**src/rtl/adc_post_pkg.sv**
```systemverilog
/*
 * Constants for the converter result, limit and sign-change post-processing block.
 * Assumes an APB register bus with 32-bit data, one register per aligned word.
 */
package adc_post_pkg;

    localparam int unsigned NUM_SAMPLES = 8;

    // Register byte addresses
    localparam logic [11:0] ADDR_LIMIT_STATUS     = 12'h000;
    localparam logic [11:0] ADDR_ZERO_CROSS_STAT  = 12'h004;
    localparam logic [11:0] ADDR_CONTROL_ONE      = 12'h008;
    localparam logic [11:0] ADDR_CROSSING_CONTROL = 12'h00c;
    localparam logic [11:0] ADDR_MAIN_STATUS      = 12'h010;
    localparam logic [11:0] ADDR_RESULT_BASE      = 12'h040;
    localparam logic [11:0] ADDR_LOW_BASE         = 12'h060;
    localparam logic [11:0] ADDR_HIGH_BASE        = 12'h080;
    localparam logic [11:0] ADDR_OFFSET_BASE      = 12'h0a0;

    // Data field layout
    localparam int unsigned VALUE_MSB    = 14;
    localparam int unsigned VALUE_LSB    = 3;
    localparam int unsigned NEG_BIT      = 15;
    localparam logic [15:0] VALUE_MASK   = 16'h7ff8;

    // Control one bit positions
    localparam int unsigned CTL_HIGH_IE  = 0;
    localparam int unsigned CTL_LOW_IE   = 1;
    localparam int unsigned CTL_CROSS_IE = 2;

    // Main status bit positions
    localparam int unsigned MST_HIGH_SUM  = 8;
    localparam int unsigned MST_LOW_SUM   = 9;
    localparam int unsigned MST_CROSS_SUM = 10;

    // Reset values disable limit checks
    localparam logic [15:0] HIGH_BOUND_RESET = 16'h7ff8;
    localparam logic [15:0] LOW_BOUND_RESET  = 16'h0000;

    // Crossing type encodings
    localparam logic [1:0] CROSS_OFF      = 2'b00;
    localparam logic [1:0] CROSS_POS_NEG  = 2'b01;
    localparam logic [1:0] CROSS_NEG_POS  = 2'b10;
    localparam logic [1:0] CROSS_ANY      = 2'b11;

endpackage

```
**src/rtl/adc_result_limit_zero_cross.sv**
```systemverilog
/*
 * Result storage, offset subtraction, limit checks and sign-change detection
 * for eight conversion slots, with an APB register slave.
 * Assumes conversions arrive as one-cycle strobes on the module clock.
 */
// Behaviour
// - Raw above high bound sets high flag
// - Raw below low bound sets low flag
// - Status flags sticky, cleared by writing one
// - High flag with enable raises interrupt
// - Permitted sign change sets crossing flag
// - Crossing flag with enable raises interrupt
// - No crossing flag when disabled or unchanged
// - Eight results, slot n to register n
// - Parallel pair slots zero, four to registers
// - Software write uses field, subtracts offset
// - Bit 15 flags negative, two's complement
// - Result bits 14..3, low three zero
// - Limits compare raw value before offset
// - 0x7ff8 high, 0x0000 low disable checks
// - Reset leaves limit checks disabled
// - Result is raw minus slot offset
// - Reading result clears its ready flag
// - Summary clears when all flags cleared
`timescale 1ns/1ns

module adc_result_limit_zero_cross
    import adc_post_pkg::*;
(
    // Clock and reset
    input  wire logic        clk_i,
    input  wire logic        rstn_i,
    // APB slave
    input  wire logic        psel_i,
    input  wire logic        penable_i,
    input  wire logic        pwrite_i,
    input  wire logic [11:0] paddr_i,
    input  wire logic [31:0] pwdata_i,
    output logic      [31:0] prdata_o,
    output logic             pready_o,
    output logic             pslverr_o,
    // Conversion input
    input  wire logic        conv_valid_i,
    input  wire logic [2:0]  conv_slot_i,
    input  wire logic [15:0] conv_raw_i,
    // Interrupt request
    output logic             irq_o
);

    ////////////////////////////////////////////////////////////////////////////////

    typedef struct packed {
        logic [7:0][15:0] result;
        logic [7:0][15:0] low_bound;
        logic [7:0][15:0] high_bound;
        logic [7:0][15:0] offset;
        logic [7:0]       high_flag;
        logic [7:0]       low_flag;
        logic [7:0]       cross_flag;
        logic [7:0]       ready;
        logic [7:0]       prev_neg;
        logic [7:0]       seen;
        logic [2:0]       control_one;
        logic [15:0]      crossing_control;
        logic [31:0]      prdata;
        logic             pready;
        logic             pslverr;
        logic             irq;
    } state_t;

    state_t st;
    state_t next_st;

    // Word index of an address inside an eight-register bank, or 4'hf if outside
    function automatic logic [3:0] bank_index(input logic [11:0] addr, input logic [11:0] base);
        logic [11:0] diff;
        diff = addr - base;
        if (addr >= base && diff < 12'h020 && diff[1:0] == 2'b00) begin
            bank_index = {1'b0, diff[4:2]};
        end else begin
            bank_index = 4'hf;
        end
    endfunction

    // Offset subtraction; sign from the difference only
    function automatic logic [15:0] corrected(input logic [15:0] raw, input logic [15:0] ofs);
        logic [15:0] diff;
        diff = (raw & VALUE_MASK) - (ofs & VALUE_MASK);
        corrected = {diff[NEG_BIT], diff[VALUE_MSB:VALUE_LSB], 3'b000};
    endfunction

    function automatic logic cross_hit(input logic [1:0] sel, input logic was_neg,
                                       input logic is_neg);
        case (sel)
            CROSS_POS_NEG: cross_hit = !was_neg && is_neg;
            CROSS_NEG_POS: cross_hit = was_neg && !is_neg;
            CROSS_ANY:     cross_hit = was_neg != is_neg;
            default:       cross_hit = 1'b0;
        endcase
    endfunction

    ////////////////////////////////////////////////////////////////////////////////

    logic        acc_phase;
    logic        wr_acc;
    logic        rd_acc;
    logic [3:0]  res_idx;
    logic [3:0]  low_idx;
    logic [3:0]  high_idx;
    logic [3:0]  ofs_idx;
    logic [15:0] raw_v;
    logic [7:0]  high_set;
    logic [7:0]  low_set;
    logic [7:0]  cross_set;
    logic [7:0]  ready_set;
    logic [7:0]  w1c_mask;
    logic        raw_neg;
    logic [1:0]  sel;

    assign acc_phase = psel_i && penable_i && !st.pready;
    assign wr_acc    = acc_phase && pwrite_i;
    assign rd_acc    = acc_phase && !pwrite_i;
    assign res_idx   = bank_index(paddr_i, ADDR_RESULT_BASE);
    assign low_idx   = bank_index(paddr_i, ADDR_LOW_BASE);
    assign high_idx  = bank_index(paddr_i, ADDR_HIGH_BASE);
    assign ofs_idx   = bank_index(paddr_i, ADDR_OFFSET_BASE);
    assign raw_v     = conv_raw_i & VALUE_MASK;
    assign raw_neg   = raw_v[VALUE_MSB];
    assign sel       = st.crossing_control[2*conv_slot_i +: 2];

    // Compare events from the raw sample, before offset
    always_comb begin
        high_set  = 8'h00;
        low_set   = 8'h00;
        cross_set = 8'h00;
        ready_set = 8'h00;
        if (conv_valid_i) begin
            ready_set[conv_slot_i] = 1'b1;
            // Bound at its disabling value cannot trip: raw never exceeds 0x7ff8 nor below 0
            high_set[conv_slot_i]  = raw_v > st.high_bound[conv_slot_i];
            low_set[conv_slot_i]   = raw_v < st.low_bound[conv_slot_i];
            // First sample of a slot has no predecessor to compare with
            cross_set[conv_slot_i] = st.seen[conv_slot_i]
                                     && cross_hit(sel, st.prev_neg[conv_slot_i], raw_neg);
        end
    end

    always_comb begin
        next_st         = st;
        next_st.pready  = acc_phase;
        next_st.pslverr = 1'b0;
        next_st.prdata  = 32'h0000_0000;
        w1c_mask        = 8'h00;

        // Slot n lands in result n unless a same-cycle write to result n wins; this also covers parallel pairs 0 and 4
        if (conv_valid_i) begin
            next_st.result[conv_slot_i]   = corrected(conv_raw_i, st.offset[conv_slot_i]);
            next_st.prev_neg[conv_slot_i] = raw_neg;
            next_st.seen[conv_slot_i]     = 1'b1;
        end

        if (wr_acc) begin
            if (paddr_i == ADDR_LIMIT_STATUS) begin
                next_st.high_flag = st.high_flag & ~pwdata_i[15:8];
                next_st.low_flag  = st.low_flag & ~pwdata_i[7:0];
            end else if (paddr_i == ADDR_ZERO_CROSS_STAT) begin
                w1c_mask           = pwdata_i[7:0];
                next_st.cross_flag = st.cross_flag & ~w1c_mask;
            end else if (paddr_i == ADDR_CONTROL_ONE) begin
                next_st.control_one = pwdata_i[2:0];
            end else if (paddr_i == ADDR_CROSSING_CONTROL) begin
                next_st.crossing_control = pwdata_i[15:0];
            end else if (paddr_i == ADDR_MAIN_STATUS) begin
                next_st.pslverr = 1'b0;
            end else if (!res_idx[3]) begin
                next_st.result[res_idx[2:0]] = corrected(pwdata_i[15:0],
                                                         st.offset[res_idx[2:0]]);
            end else if (!low_idx[3]) begin
                next_st.low_bound[low_idx[2:0]] = pwdata_i[15:0] & VALUE_MASK;
            end else if (!high_idx[3]) begin
                next_st.high_bound[high_idx[2:0]] = pwdata_i[15:0] & VALUE_MASK;
            end else if (!ofs_idx[3]) begin
                next_st.offset[ofs_idx[2:0]] = pwdata_i[15:0] & VALUE_MASK;
            end else begin
                next_st.pslverr = 1'b1;
            end
        end

        if (rd_acc) begin
            if (paddr_i == ADDR_LIMIT_STATUS) begin
                next_st.prdata = {16'h0000, st.high_flag, st.low_flag};
            end else if (paddr_i == ADDR_ZERO_CROSS_STAT) begin
                next_st.prdata = {24'h000000, st.cross_flag};
            end else if (paddr_i == ADDR_CONTROL_ONE) begin
                next_st.prdata = {29'h00000000, st.control_one};
            end else if (paddr_i == ADDR_CROSSING_CONTROL) begin
                next_st.prdata = {16'h0000, st.crossing_control};
            end else if (paddr_i == ADDR_MAIN_STATUS) begin
                // Summaries follow the sticky flags, so they drop with the last one
                next_st.prdata = {21'h000000, |st.cross_flag, |st.low_flag,
                                  |st.high_flag, st.ready};
            end else if (!res_idx[3]) begin
                next_st.prdata = {16'h0000, st.result[res_idx[2:0]]};
                next_st.ready[res_idx[2:0]] = 1'b0;
            end else if (!low_idx[3]) begin
                next_st.prdata = {16'h0000, st.low_bound[low_idx[2:0]]};
            end else if (!high_idx[3]) begin
                next_st.prdata = {16'h0000, st.high_bound[high_idx[2:0]]};
            end else if (!ofs_idx[3]) begin
                next_st.prdata = {16'h0000, st.offset[ofs_idx[2:0]]};
            end else begin
                next_st.pslverr = 1'b1;
            end
        end

        // Hardware sets applied last so they beat a same-cycle clear
        next_st.high_flag  = next_st.high_flag | high_set;
        next_st.low_flag   = next_st.low_flag | low_set;
        next_st.cross_flag = next_st.cross_flag | cross_set;
        next_st.ready      = next_st.ready | ready_set;

        next_st.irq = (st.control_one[CTL_HIGH_IE] && |next_st.high_flag)
                    || (st.control_one[CTL_LOW_IE] && |next_st.low_flag)
                    || (st.control_one[CTL_CROSS_IE] && |next_st.cross_flag);
    end

    always_ff @(posedge clk_i) begin
        if (!rstn_i) begin
            st <= '0;
            for (int i = 0; i < NUM_SAMPLES; i++) begin
                st.high_bound[i] <= HIGH_BOUND_RESET;
                st.low_bound[i]  <= LOW_BOUND_RESET;
            end
        end else begin
            st <= next_st;
        end
    end

    assign prdata_o  = st.prdata;
    assign pready_o  = st.pready;
    assign pslverr_o = st.pslverr;
    assign irq_o     = st.irq;

endmodule

```
**config.mk**
```make
export PLATFORM = sky130hd
export DESIGN_NAME = adc_result_limit_zero_cross
export DESIGN_NICKNAME = d
export VERILOG_FILES = /design/src/rtl/adc_post_pkg.sv /design/src/rtl/adc_result_limit_zero_cross.sv
export SDC_FILE = /design/constraint.sdc
export NUM_CORES = 2
export LEC_CHECK = 0
export BUFFER_PORTS_ARGS = -buffer_cell sky130_fd_sc_hd__buf_2
export CORE_MARGIN = 2
export CORE_UTILIZATION = 50
export CTS_CLUSTER_DIAMETER = 120
export CTS_CLUSTER_SIZE = 16
export DETAILED_ROUTE_END_ITERATION = 16
export PLACE_DENSITY_LB_ADDON = 0.15
export SYNTH_ARGS = -nofsm -noshare
export SYNTH_HDL_FRONTEND = slang
export SYNTH_SLANG_ARGS = --single-unit
export TNS_END_PERCENT = 100
```
**constraint.sdc**
```tcl
create_clock -name clk_i -period 12 [get_ports clk_i]
set_clock_uncertainty 0.15 [all_clocks]
set_input_delay 0.6 -clock clk_i [delete_from_list [all_inputs] [get_ports clk_i]]
set_output_delay 0.6 -clock clk_i [all_outputs]
set_load 0.05 [all_outputs]
```
Word-level counts from Yosys, hierarchy flattened
Cells that the tools add are included.
Widths: inputs -> output; s select.
{"block": "word_totals", "regBits": 614, "output_inout_bits": 35}
{"block": "op_classes", "n_addsub": 6, "order_cmp": 20, "n_eq_ne": 8, "n_shift": 1, "mux": 103, "bitwise_logic": 26, "reduce_logical": 47}
{"operator": "$mux 512", "count": 5}
{"operator": "$mux 128", "count": 6}
{"operator": "$bwmux 128", "count": 5}
{"operator": "$mux 536", "count": 1}
{"operator": "$bmux 16 s3", "count": 8}
{"operator": "$mux 384", "count": 1}
{"operator": "$mux 16", "count": 21}
{"operator": "$mux 256", "count": 1}
{"operator": "$demux 16 s3", "count": 5}
{"operator": "$mux 8", "count": 13}
{"operator": "$and 8x8->8", "count": 7}
{"operator": "$lt 12x6->1 const B", "count": 4}
{"operator": "$reduce_or 8->1", "count": 6}
{"operator": "$or 8x8->8", "count": 5}
{"operator": "$sub 15x15->16", "count": 2}
{"operator": "$mux 15", "count": 2}
{"operator": "$mux 1", "count": 25}
{"operator": "$eq 12x4->1 const B", "count": 2}
{"operator": "$ge 12x7->1 const B", "count": 2}
{"operator": "$ge 12x8->1 const B", "count": 2}
{"operator": "$not 8->8", "count": 3}
{"operator": "$sub 12x7->12 const B", "count": 2}
{"operator": "$sub 12x8->12 const B", "count": 2}
{"operator": "$logic_and 1x1->1", "count": 23}
{"operator": "27 further kinds", "count": 58}

Depth between registers and ports, before layout
{"block": "depth", "depth_word": 25, "ltp_mapped": 20, "mapped_depth_nobuf": 18}

Least setup slack after synthesis
No wires, ideal clock.
{"block": "synth_path", "path_kind": "input to register", "startpoint": "input port conv_slot_i[1]", "endpoint": "register st[531] (netlist name)", "setup_ps": 116, "arrival_time_ps": 4572, "t_required_ps": 11734, "setup_slack_ps": 7162, "cell_stages": 16, "cell_sequence": "buf_2 -> clkbuf_1 -> buf_1 -> buf_1 -> mux2_2 -> a221oi_1 -> o22ai_1 -> ha_1 -> fa_1 -> nor2b_1 -> o31a_1 -> o21ai_0 -> a21o_1 -> a211oi_1 -> o21ai_0 -> o211a_1"}
{"block": "synth_via", "elab_chain_len": 14, "elab_cells_between_ends": 18, "cone_classes": "add/sub (1); order compare (2); mux (14); reduce/logical (1)"}
{"item": "start: declaration", "line": "adc_result_limit_zero_cross.sv:44", "source": "input wire logic [2:0] conv_slot_i,"}
{"item": "parallel branches: the longest is 4 deep, another holds $sub 15x15->16"}
{"item": "$bwmux 128 *", "line": "adc_result_limit_zero_cross.sv:157", "source": "next_st.result[conv_slot_i] = corrected(conv_raw_i, st.offset[conv_slot_i]);"}
{"item": "$mux 128 *", "line": "adc_result_limit_zero_cross.sv:156", "source": "if (conv_valid_i) begin"}
{"item": "$bwmux 128", "line": "adc_result_limit_zero_cross.sv:176", "source": "next_st.result[res_idx[2:0]] = corrected(pwdata_i[15:0],"}
{"item": "$mux 128", "line": "adc_result_limit_zero_cross.sv:175", "source": "end else if (!res_idx[3]) begin"}
{"item": "$mux 512", "line": "adc_result_limit_zero_cross.sv:173", "source": "end else if (paddr_i == ADDR_MAIN_STATUS) begin"}
{"item": "$mux 512", "line": "adc_result_limit_zero_cross.sv:171", "source": "end else if (paddr_i == ADDR_CROSSING_CONTROL) begin"}
{"item": "$mux 512", "line": "adc_result_limit_zero_cross.sv:169", "source": "end else if (paddr_i == ADDR_CONTROL_ONE) begin"}
{"item": "$mux 512", "line": "adc_result_limit_zero_cross.sv:166", "source": "end else if (paddr_i == ADDR_ZERO_CROSS_STAT) begin"}
{"item": "$mux 512", "line": "adc_result_limit_zero_cross.sv:163", "source": "if (paddr_i == ADDR_LIMIT_STATUS) begin"}
{"item": "$mux 536 *", "line": "adc_result_limit_zero_cross.sv:162", "source": "if (wr_acc) begin"}
{"item": "end signal: assignment", "line": "adc_result_limit_zero_cross.sv:235", "source": "st <= next_st;"}
{"item": "end: declaration", "line": "adc_result_limit_zero_cross.sv:71", "source": "state_t st;"}
Every way passes the cells marked *. The select of a mux whose other input is x is not followed.
A chain may end at the register's enable or synchronous reset.

Final worst setup path
{"block": "layout_path", "startpoint": "input port paddr_i[8]", "endpoint": "register st[565] (netlist name)"}
{"block": "layout_via", "elab_chain_len": 17, "elab_cells_between_ends": 27, "cone_classes": "add/sub (2); order compare (4); eq/ne (4); mux (13); reduce/logical (4)"}
{"item": "start: declaration", "line": "adc_result_limit_zero_cross.sv:37", "source": "input wire logic [11:0] paddr_i,"}
{"item": "parallel branches: the longest is 15 deep, another holds $sub 15x15->16"}
{"item": "$mux 512 *", "line": "adc_result_limit_zero_cross.sv:163"}
{"item": "$mux 536 *", "line": "adc_result_limit_zero_cross.sv:162"}
Marks and branches as above.

==> impl_metrics.yaml <==
logic_synthesis:
  syn-mean-instance-area_um2: 8.058
  synthFlopType: "dfxtp_1"
  ys_ff_latch: 502
  synth_edf_count: 0
  ys_seq_area_share_pct: 35.72
  async_reset_ff_share_pct: 0
  syn_inst: 3492
  yosys_warnings: 0
  syn_area_um2: 28140
  yosysUniqueCellTypes: 78
cts:
  cts_setup_buffers: 0
  ctsResizeCount: 0
  htree_levels: 2
  clk-insertion-delay-late_ns: 0.61
  cts_num_sinks: 502
  numCtsBuffers: 37
  cts_tree: "done"
  cts_hold_buf: 0
  clk_pin_slew_ns: 0.08
  clock_path_buffers: 3
  clock_tree.root_cell: "clkbuf_16"
power_and_ir_drop:
  combinationalPowerShare_pct: 13.2
  pwr-share-clk_pct: 36.5
  power.total_w: 0.003346
  p_per_area_nw_per_um2: 112.1
  swShare_pct: 29.25
  p_leak_nw: 11.66
  p_seq_share_pct: 50.4
  ir_drop_mv: 0.1113
  internal_power_w: 0.002367
  p_switching_w: 0.0009790
global_route:
  use_met3_pct: 13.84
  grt_antenna_before_repair: 8
  grt_max_degree: 125
  grt.busiest_layer: "met2"
  met2_usage_pct: 57.45
  grtUsageMet1_pct: 55.47
  grt-ovfl-total: 0
  grt_pass1_wl_um: 178200
  grtUsageTotal_pct: 41.61
  grt_pass1_vias: 26650
timing:
  max-slew-margin-rel_pct: 9.359
  fmax_mhz: 171.9
  rsz0062_at_grt: "no"
  hold_viol: 0
  min_period_ns: 5.819
  setup_ws_ns: 6.181
  hold_ws_ns: 0.1370
  finalCritPeriodShare_pct: 48.49
  slew_viol_final: 0
  tightest_slew_ns: 1.325
  setup_viol: 0
  tns_ns: 0
placed_design:
  place_ws_ns: 5.906
  gp_congestion: 1.024
  hpwl_um: 80200
  io_buffers: 67
hold_path:
  min_to: "st[36]"
  hold_path_depth: 3
  hp-start: "pwdata_i[1]"
  hold_path.class: "in2reg"
drt:
  remaining_drc_errors: 0
  wire_per_inst_um: 30.01
  dr.pass1.iters: 10
  drtAntennaViolNets: 0
  via_count: 29103
  vias_per_cell: 7.028
  wl_um: 124300
  drt_iter0_markers: 4772
layout:
  num-fill-cells: 5230
  area_growth_pct: 6.141
  final_cell_mix: "694 x nand2_1, 502 x dfxtp_1, 298 x a21oi_1, 257 x nor2_1, 221 x mux2i_1"
  final_common_cell: "nand2_1"
  final_util_pct: 53.89
  nets: 3513
  drive_gt1_share_pct: 11.30
setup_path:
  start_kind: "input pin"
  r2r-start: "st[137]"
  critPathArrivalTime_ns: 6.16
  rrSetupSlack_ns: 8.00
  slowest_delay_ns: 0.91
  reg2regPathDepth: 12
  path_class: "in2reg"
  worstPathCellList: "buf_2 > inv_1 > ha_1 > and2b_1 > xor2_2 > nor3_2 > buf_4 > nand2_1 > nor2_1 > a21oi_1 > o211ai_1 > ha_1 > o21a_1 > o31a_1 > o21ai_0 > a2111oi_0 > o21ai_0 > o21ai_0 > a31oi_1"
  cpMostUsedCell: "o21ai_0"
  critPathSlowestCell: "o21ai_0"
  path_max_fanout: 29
  required_ns: 12.34
  endpoint_kind: "flop"
  r2r_end: "st[565]"
die:
  io_pins: 104
  core_area_um2: 55420
  row_count: 86
  die_area_um2: 58190
  start_util_pct: 50.77
  die_height_um: 241.2
  fp.dieW_um: 241.2
run_status:
  outcome: "complete, no violations"
run:
  cap_violations: 0
-- cell usage after synthesis, drive strengths merged, types with 32 or more instances --
cell    count  area [um^2]
ha         55        688.2
a211oi     72        540.5
buf       109        610.6
nand2     694         2605
o21ai     117        585.6
mux4       32        720.7
nand3     135        675.7
nor3       57        300.3
o211ai     81        608.1
a22oi      34        255.2
o22ai      68        425.4
dfxtp     502        10050
mux2       83        934.7
clkbuf    204        767.0
a31o       36        315.3
a221oi     39        341.6
nor2      261        979.7
a21oi     298         1491
mux2i     221         2212
-- power groups by stage --
stage / registers, W / clock network (W) / logic (W)
finish: 0.00169 / 0.00122 / 0.000441
global route: 0.00169 / 0.00127 / 0.000450
CTS: 0.00168 / 0.00122 / 0.000416
detailed placement: 0.00172 / 0 / 0.000415
global placement: 0.00172 / 0 / 0.000408
floorplan: 0.00172 / 0 / 0.000259
-- critical path: cells and delay by family --
kind | cells | cell delay, ns
AND/OR/NAND/NOR | 4 | 1.46
AO/OA/AOI/OAI | 9 | 2.50
buffers and inverters | 3 | 0.74
adder cells (fa/ha/maj) | 2 | 0.58
XOR/XNOR | 1 | 0.26
-- how the worst max path moves through the flow --
stage                        start      end  slack [ns]  depth (start not counted)
global placement        paddr_i[8]  st[565]        5.97                         18
CTS                     paddr_i[8]  st[565]        6.47                         19
detailed placement      paddr_i[8]  st[565]        5.91                         19
global route            paddr_i[7]  st[565]        6.06                         19
finish                  paddr_i[8]  st[565]        6.18                         19
floorplan           conv_slot_i[1]  st[531]        7.16                         16
-- stage by stage --
step / cell area [um^2] / instances
after floorplan: 28190 / 3507
after global placement: 28860 / 4096
after detailed placement: 28860 / 4096
after CTS: 29850 / 4137
after global routing: 29850 / 4137
final: 29860 / 4141
-- state kept, by name, summed over array words and instances (netlist names) --
name and flops:
prdata_o 16, st 483, irq_o 1, pslverr_o 1, pready_o 1
-- kinds of logic after synthesis --
family | synth area share (%)
and+or+nand+nor | 20.21
adders and majority gates | 2.588
xor gates and xnor gates | 0.5870
muxes | 13.75
DFF | 35.72
buffers and inverters | 5.336
other | 0.01333
AOI/OAI and AO/OA | 21.80
-- final cells by class --
cell class	instances	area (um^2)	share of cell area [%]
diodes	4	10.01	0.03352
repair buffers	154	1039	3.477
flip-flops and latches	502	10050	33.65
multi-input cells	2659	16710	55.94
clock buffers	39	975.9	3.268
well taps	748	935.9	3.134
inverters	33	128.9	0.4315
clock inverters	2	20.02	0.06703
-- per-layer routing --
metal | vias to the layer above | part of all wire, %
li1 | 12384 | -
met1 | 13866 | 38
met2 | 2282 | 40
met3 | 563 | 15
met4 | 8 | 7.0
met5 | - | 0.085
(Power assumes the default switching activity.)
